File: src/common/ladder_ref_pkg.sv
package ladder_ref_pkg;

  localparam int ADDR_W = 2;
  localparam int DATA_W = 8;
  localparam logic [1:0] CTRL_OFF = 2'h0;
  localparam logic [1:0] LEVEL_OFF = 2'h1;
  localparam logic [1:0] SWITCH_OFF = 2'h2;
  localparam logic [7:0] CTRL_RESET = 8'h00;
  localparam logic [7:0] READ_IDLE = 8'h00;

  localparam int POWER_BIT = 7;
  localparam int PIN_BIT = 6;
  localparam int RANGE_BIT = 5;
  localparam int SOURCE_BIT = 4;
  localparam int TAP_MSB = 3;
  localparam int TAP_LSB = 0;
  localparam int TAP_W = 4;
  localparam int TAP_COUNT = 16;

  // Output level in units of span/96, so both ranges are exact integers
  localparam int LEVEL_W = 7;
  localparam logic [6:0] LEVEL_OFF_CODE = 7'h00;
  localparam logic [6:0] LOW_STEP = 7'h04;
  localparam logic [6:0] HIGH_STEP = 7'h03;
  localparam logic [6:0] HIGH_BASE = 7'h18;

  localparam int CLK_PERIOD_PS = 5000;
  localparam int BREAK_NS = 10;
  localparam int BREAK_CYC = (BREAK_NS * 1000 + CLK_PERIOD_PS - 1)
                             / CLK_PERIOD_PS;
  localparam int SETTLE_NS = 1000;
  localparam int SETTLE_CYC = (SETTLE_NS * 1000 + CLK_PERIOD_PS - 1)
                              / CLK_PERIOD_PS;
  localparam int BREAK_W = 2;
  localparam int SETTLE_W = 8;

  typedef enum logic [1:0] {SW_OPEN, SW_RAILS, SW_EXT} switch_state_t;

  function automatic logic addr_hit(input logic [1:0] addr,
                                    input logic [1:0] off);
    return addr == off;
  endfunction

  function automatic logic [6:0] level_code(input logic range_low,
                                            input logic [3:0] tap);
    logic [6:0] t;
    t = {3'h0, tap};
    if (range_low) begin
      return 7'(LOW_STEP * t);
    end
    return 7'(HIGH_BASE + HIGH_STEP * t);
  endfunction

endpackage

File: src/logic/ladder_ref_regs.sv
`timescale 1ns/10ps
module ladder_ref_regs
  import ladder_ref_pkg::*;
(
  input wire logic clk_i,
  input wire logic rst_b_i,
  input wire logic clk_en_i,
  input wire logic [1:0] reg_addr_i,
  input wire logic [7:0] reg_wdata_i,
  input wire logic reg_wr_i,
  input wire logic reg_rd_i,
  input wire logic [6:0] level_i,
  input wire logic [7:0] switch_i,
  output logic [7:0] ctrl_o,
  output logic [7:0] reg_rdata_o
);

  logic [7:0] ctrl_reg;
  logic [7:0] rdata_reg;
  wire ctrl_wr = clk_en_i & reg_wr_i & addr_hit(reg_addr_i, CTRL_OFF);
  wire hit_ctrl = addr_hit(reg_addr_i, CTRL_OFF);
  wire hit_level = addr_hit(reg_addr_i, LEVEL_OFF);
  wire hit_switch = addr_hit(reg_addr_i, SWITCH_OFF);
  wire [7:0] rd_mux = hit_ctrl ? ctrl_reg :
                      hit_level ? {1'b0, level_i} :
                      hit_switch ? switch_i : READ_IDLE;

  // Only a bus write or a reset moves the control bits, so sleep and
  // wake leave them alone
  always_ff @(posedge clk_i or negedge rst_b_i) begin
    if (!rst_b_i) begin
      ctrl_reg <= CTRL_RESET;
    end else if (ctrl_wr) begin
      ctrl_reg <= reg_wdata_i;
    end
  end

  always_ff @(posedge clk_i or negedge rst_b_i) begin
    if (!rst_b_i) begin
      rdata_reg <= READ_IDLE;
    end else if (clk_en_i) begin
      rdata_reg <= reg_rd_i ? rd_mux : READ_IDLE;
    end
  end

  assign ctrl_o = ctrl_reg;
  assign reg_rdata_o = rdata_reg;
endmodule

File: src/logic/ladder_tap_decode.sv
`timescale 1ns/10ps
module ladder_tap_decode
  import ladder_ref_pkg::*;
(
  input wire logic clk_i,
  input wire logic rst_b_i,
  input wire logic clk_en_i,
  input wire logic power_i,
  input wire logic range_low_i,
  input wire logic [3:0] tap_i,
  output logic [15:0] tap_sel_o,
  output logic [6:0] level_o
);

  logic [15:0] tap_sel_reg;
  logic [6:0] level_reg;
  wire [15:0] tap_onehot = 16'h0001 << tap_i;
  wire [15:0] tap_sel_next = power_i ? tap_onehot : 16'h0000;
  wire [6:0] level_next = power_i ? level_code(range_low_i, tap_i)
                                  : LEVEL_OFF_CODE;

  // A powered-down ladder closes no tap, so the mux cannot leak
  always_ff @(posedge clk_i or negedge rst_b_i) begin
    if (!rst_b_i) begin
      tap_sel_reg <= 16'h0000;
      level_reg <= LEVEL_OFF_CODE;
    end else if (clk_en_i) begin
      tap_sel_reg <= tap_sel_next;
      level_reg <= level_next;
    end
  end

  assign tap_sel_o = tap_sel_reg;
  assign level_o = level_reg;
endmodule

File: src/logic/ladder_reference_control.sv
`timescale 1ns/10ps
module ladder_reference_control
  import ladder_ref_pkg::*;
(
  input wire logic clk_i,
  input wire logic rst_b_i,
  input wire logic clk_en_i,
  input wire logic [1:0] reg_addr_i,
  input wire logic [7:0] reg_wdata_i,
  input wire logic reg_wr_i,
  input wire logic reg_rd_i,
  output logic [7:0] reg_rdata_o,
  output logic ref_power_on_o,
  output logic ref_pin_drive_o,
  output logic ref_range_low_o,
  output logic src_rails_o,
  output logic src_ext_o,
  output logic [15:0] tap_sel_o,
  output logic [6:0] ref_output_level_o,
  output logic ref_settling_o
);

  ////////////////////////////////////////////////////////////////////////////
  // Control register and field split

  logic [7:0] ctrl;
  logic [7:0] switch_status;
  wire power_bit = ctrl[POWER_BIT];
  wire pin_bit = ctrl[PIN_BIT];
  wire range_bit = ctrl[RANGE_BIT];
  wire source_bit = ctrl[SOURCE_BIT];
  wire [3:0] ref_tap_code = ctrl[TAP_MSB:TAP_LSB];

  ladder_ref_regs u_regs (
    .clk_i(clk_i),
    .rst_b_i(rst_b_i),
    .clk_en_i(clk_en_i),
    .reg_addr_i(reg_addr_i),
    .reg_wdata_i(reg_wdata_i),
    .reg_wr_i(reg_wr_i),
    .reg_rd_i(reg_rd_i),
    .level_i(ref_output_level_o),
    .switch_i(switch_status),
    .ctrl_o(ctrl),
    .reg_rdata_o(reg_rdata_o)
  );

  ////////////////////////////////////////////////////////////////////////////
  // Tap and level decode

  ladder_tap_decode u_decode (
    .clk_i(clk_i),
    .rst_b_i(rst_b_i),
    .clk_en_i(clk_en_i),
    .power_i(power_bit),
    .range_low_i(range_bit),
    .tap_i(ref_tap_code),
    .tap_sel_o(tap_sel_o),
    .level_o(ref_output_level_o)
  );

  ////////////////////////////////////////////////////////////////////////////
  // Direct controls to the analog side

  logic power_reg;
  logic pin_reg;
  logic range_reg;

  always_ff @(posedge clk_i or negedge rst_b_i) begin
    if (!rst_b_i) begin
      power_reg <= 1'b0;
      pin_reg <= 1'b0;
      range_reg <= 1'b0;
    end else if (clk_en_i) begin
      power_reg <= power_bit;
      pin_reg <= pin_bit;
      range_reg <= range_bit;
    end
  end

  assign ref_power_on_o = power_reg;
  assign ref_pin_drive_o = pin_reg;
  assign ref_range_low_o = range_reg;

  ////////////////////////////////////////////////////////////////////////////
  // Supply source switches
  // The two supply pairs must never be shorted together through the
  // ladder, so a change of source opens both switches for a short gap
  // before the new pair closes. Powering down opens both, which cuts
  // all ladder current.

  switch_state_t state_reg;
  switch_state_t state_next;
  switch_state_t target;
  logic [1:0] break_cnt_reg;
  logic [1:0] break_cnt_next;
  logic rails_reg;
  logic ext_reg;

  wire switch_state_t src_pick = source_bit ? SW_EXT : SW_RAILS;
  assign target = power_bit ? src_pick : SW_OPEN;
  wire break_done = break_cnt_reg == 2'h0;

  always_comb begin
    state_next = state_reg;
    break_cnt_next = break_done ? 2'h0 : 2'(break_cnt_reg - 2'h1);
    case (state_reg)
      SW_OPEN: begin
        if (break_done && target != SW_OPEN) begin
          state_next = target;
        end
      end
      SW_RAILS, SW_EXT: begin
        if (target != state_reg) begin
          state_next = SW_OPEN;
          break_cnt_next = 2'(BREAK_CYC - 1);
        end
      end
      default: begin
        state_next = SW_OPEN;
        break_cnt_next = 2'(BREAK_CYC - 1);
      end
    endcase
  end

  always_ff @(posedge clk_i or negedge rst_b_i) begin
    if (!rst_b_i) begin
      state_reg <= SW_OPEN;
      break_cnt_reg <= 2'h0;
      rails_reg <= 1'b0;
      ext_reg <= 1'b0;
    end else if (clk_en_i) begin
      state_reg <= state_next;
      break_cnt_reg <= break_cnt_next;
      rails_reg <= state_next == SW_RAILS;
      ext_reg <= state_next == SW_EXT;
    end
  end

  assign src_rails_o = rails_reg;
  assign src_ext_o = ext_reg;

  ////////////////////////////////////////////////////////////////////////////
  // Settling indication
  // The ladder output needs time to settle after any change of code,
  // range or source. This flag only counts a fixed time; it does not
  // watch the analog node, so a slow reference still needs margin.

  logic [7:0] ctrl_seen_reg;
  logic [7:0] settle_cnt_reg;
  logic settling_reg;

  wire ctrl_moved = ctrl != ctrl_seen_reg;
  wire switch_moved = state_next != state_reg;
  wire settle_start = ctrl_moved | switch_moved;
  wire settle_idle = settle_cnt_reg == 8'h00;
  wire [7:0] settle_cnt_next = settle_start ? 8'(SETTLE_CYC) :
                               settle_idle ? 8'h00 :
                               8'(settle_cnt_reg - 8'h01);

  always_ff @(posedge clk_i or negedge rst_b_i) begin
    if (!rst_b_i) begin
      ctrl_seen_reg <= CTRL_RESET;
      settle_cnt_reg <= 8'h00;
      settling_reg <= 1'b0;
    end else if (clk_en_i) begin
      ctrl_seen_reg <= ctrl;
      settle_cnt_reg <= settle_cnt_next;
      settling_reg <= settle_cnt_next != 8'h00;
    end
  end

  assign ref_settling_o = settling_reg;
  assign switch_status = {4'h0, settling_reg, ext_reg, rails_reg,
                          power_reg};

  wire rd_take = clk_en_i && reg_rd_i;
  wire rd_unmapped = !addr_hit(reg_addr_i, CTRL_OFF)
                     && !addr_hit(reg_addr_i, LEVEL_OFF)
                     && !addr_hit(reg_addr_i, SWITCH_OFF);
endmodule

File: config.mk
export PLATFORM = sky130hd
export DESIGN_NAME = ladder_reference_control
export DESIGN_NICKNAME = d
export VERILOG_FILES = /design/src/common/ladder_ref_pkg.sv /design/src/logic/ladder_ref_regs.sv /design/src/logic/ladder_tap_decode.sv /design/src/logic/ladder_reference_control.sv
export SDC_FILE = /design/constraint.sdc
export NUM_CORES = 1
export LEC_CHECK = 0
export ABC_CLOCK_PERIOD_IN_PS = 2400
export BUFFER_PORTS_ARGS = -buffer_cell sky130_fd_sc_hd__buf_2
export CORE_MARGIN = 4
export CORE_UTILIZATION = 56
export DETAILED_ROUTE_END_ITERATION = 12
export GPL_TIMING_DRIVEN = 1
export PLACE_DENSITY = 0.79
export SYNTH_ARGS = -nofsm -noshare
export SYNTH_HDL_FRONTEND = slang
export SYNTH_SLANG_ARGS = --single-unit
File: constraint.sdc
create_clock -name clk_i -period 2.4 [get_ports clk_i]
set_input_delay 0 -clock clk_i [delete_from_list [all_inputs] [get_ports clk_i]]
set_output_delay 0 -clock clk_i [all_outputs]
set_load 0.03 [all_outputs]
==> summary.txt <==
Status
  • Status: finished, final reports clean

Logic synthesis
  • Mean Syn Cell Area: 9.75 µm²
  • Sequential area share after synthesis: 48.4%
  • #FFs+latches synth: 62
  • Post-synth EDFFs: 0
  • Synth async-reset ratio: 100%
  • Top_reg_cell synth: dfrtp_1
  • Yosys warnings: 0
  • Syn_nets: 357
  • Syn Inst Count: 329
  • Count of cell types in the netlist: 48
  • Netlist Area Pre-Place: 0.00321 mm²

Clock tree
  • Worst skew pair latency: 0.35 ns
  • Clk sinks: 62
  • H-Tree Level Count: 3
  • Clock Tree Root: clkbuf_8
  • Clock transition at path regs: 0.07 ns
  • CTS Buffer Depth: 2
  • Cts bufs inserted: 9
  • CTS tree: yes

Global route
  • Gr usage total: 22.6%
  • Initial antenna violation count: 0
  • Grt ovf: 0
  • Pin count of the biggest net entering global routing: 40
  • Vias in the first global route: 2,607
  • First-pass GRT wire length: 12,700 µm

Finish
  • Layout Nets: 418
  • Antenna cells: 0
  • Most common cell after layout, fill and taps aside: dfrtp_1
  • Most frequent cells in the layout: dfrtp_1, buf_2, inv_1
  • Max FFs per register: 16
  • Syn-to-layout area delta: 19.3%
  • Share of cells above drive strength 1: 22.0%

Die
  • Rows: 27
  • Die W: 83.7 µm
  • Initial Util: 57.9%
  • DIE AREA: 0.00700 mm²
  • Boundary Pins: 52
  • Die Ht: 83.7 µm
  • CORE AREA: 0.00554 mm²

STA
  • Peak Freq: 443 MHz
  • Final hold violations: 0
  • Fin crit share: 94.0%
  • Final setup fails: 0
  • Fin crit period: 2.26 ns
  • Worst hold slack: 0.0814 ns
  • Fin. max-slew vios: 0
  • Slew HR: 58.7%
  • Unrepaired setup endpoints after global routing: false
  • Worst-Margin Slew: 0.614 ns
  • Setup Skew: 0.00971 ns
  • Setup TNS: 0 ns

Critical path
  • Critical path class: reg -> reg
  • Startpoint types: flop
  • Crit path DAT: 2.45 ns
  • Reg-to-reg slack, setup: 0.14 ns
  • Crit. End Element: flop
  • Worst r2r path cells: 8
  • Reg2reg end: ref_settling_o$_DFFE_PN0P_
  • FF-to-FF Start: state_reg[0]$_DFFE_PN0P_
  • Crit Path Max Fanout: 7
  • CP endpoint: ref_settling_o$_DFFE_PN0P_
  • Critical Path Source: state_reg[0]$_DFFE_PN0P_
  • Worst path required time: 2.60 ns

Detailed routing
  • Number of remaining DRC errors: 0
  • Post-Route WL: 7370 µm
  • Vias/cell: 5.67
  • Final ANT Viol Nets: 0
  • Routed vias: 2,648
  • Wire per inst: 15.8 µm
  • Drt pass-1 iters: 5
  • Iteration-0 DRC Markers: 215

Placed design
  • Post-DP HPWL: 5170 µm
  • Port Buffers: 51
  • Placer congestion estimate: 0.878

Min path
  • Worst Hold Class: in -> async

Power and ir drop
  • PwrDens: 908 mW/mm²
  • Max VDD drop: 614 µV
  • Leak: 1.79 nW

Run
  • Max_cap viols: 0
==> per-stage QoR <==
step | instance area (µm²) | power (mW) | setup slack (ns) | util (%) | instances
6_report | 3830 | 3.48 | 0.143 | 69.1 | 467
5_1_grt | 3830 | 3.68 | 0.0128 | 69.1 | 467
3_3_place_gp | 3510 | 2.42 | 0.238 | 63.3 | 440
3_5_place_dp | 3510 | 2.47 | 0.123 | 63.3 | 440
4_1_cts | 3820 | 3.49 | 0.100 | 68.9 | 466
2_1_floorplan | 3210 | 2.17 | 0.389 | - | 329
==> worst min path at each step <==
stage	slack, ns	endpoint	from	cells past startpoint
2_1_floorplan	-0.30	break_cnt_reg[0]$_DFFE_PN0P_	rst_b_i	0
3_3_place_gp	-0.09	settle_cnt_reg[5]$_DFFE_PN0P_	rst_b_i	1
3_5_place_dp	-0.09	settle_cnt_reg[5]$_DFFE_PN0P_	rst_b_i	1
4_1_cts	0.07	settle_cnt_reg[5]$_DFFE_PN0P_	rst_b_i	2
5_1_grt	0.09	settle_cnt_reg[5]$_DFFE_PN0P_	rst_b_i	2
6_report	0.08	settle_cnt_reg[5]$_DFFE_PN0P_	rst_b_i	2
==> cell usage after synthesis, types with 7 or more instances <==
master / count / area share [%]
a21oi_1: 16 / 2.5
clkbuf_1: 7 / 0.82
dfrtp_1: 62 / 48
ha_1: 11 / 4.3
inv_1: 49 / 5.7
mux2_2: 10 / 3.5
mux2i_1: 9 / 2.8
nand2_1: 26 / 3.0
nand3_1: 7 / 1.1
nor2_1: 17 / 2.0
o21ai_0: 15 / 2.3
o22ai_1: 31 / 6.0
xnor2_1: 8 / 2.2
==> area by class of cell <==
| cell class | count | area [µm²] |
|---|---|---|
| clock buffers | 10 | 128 |
| clock inverters | 6 | 86.3 |
| fillers | 452 | 1710 |
| inverters | 49 | 184 |
| multi-input cells | 202 | 1400 |
| flip-flops and latches | 62 | 1550 |
| well taps | 72 | 90.1 |
| repair buffers | 66 | 393 |
==> kinds of logic after synthesis <==
kind of cell	after synthesis	synth area share [%]
buffers and inverters	65	8.15
flip-flops	62	48.4
AND/OR/NAND/NOR	79	12.7
XOR/XNOR	10	2.96
adder cells (fa/ha/maj)	13	5.54
multiplexers	19	6.32
AO/OA/AOI/OAI	81	16.0
==> power by group <==
| part | internal [mW] | switching [mW] | leakage [nW] |
|---|---|---|---|
| Sequential | 1.20 | 0.213 | 0.804 |
| Combinational | 0.419 | 0.637 | 0.884 |
| Clock | 0.583 | 0.422 | 0.106 |
==> worst max-delay path, cell delays in order, from the launching register on <==
cell	delay, ns
dfrtp_1	0.45
inv_1	0.14
ha_1	0.39
nor2b_1	0.20
a21oi_1	0.09
o21a_1	0.22
nor3_4	0.27
and3b_1	0.25
a41oi_2	0.11
==> timing repair <==
action                                 in CTS  in global routing
setup buffers                               0                  1
endpoints found under the hold margin      74                  0
gates resized for setup                     0                  1
hold buffers                               10                  0
setup endpoints to repair                   0                  4
==> layer usage <==
layer	global-route usage [%]	wire length, µm	vias to the layer above
met3	6.02	460	12
met4	7.31	98	0
met2	34.4	3430	91
met5	0	0	-
li1	-	-	1259
met1	31.4	3390	1286
Note: power is estimated with default switching activity, not from simulation.
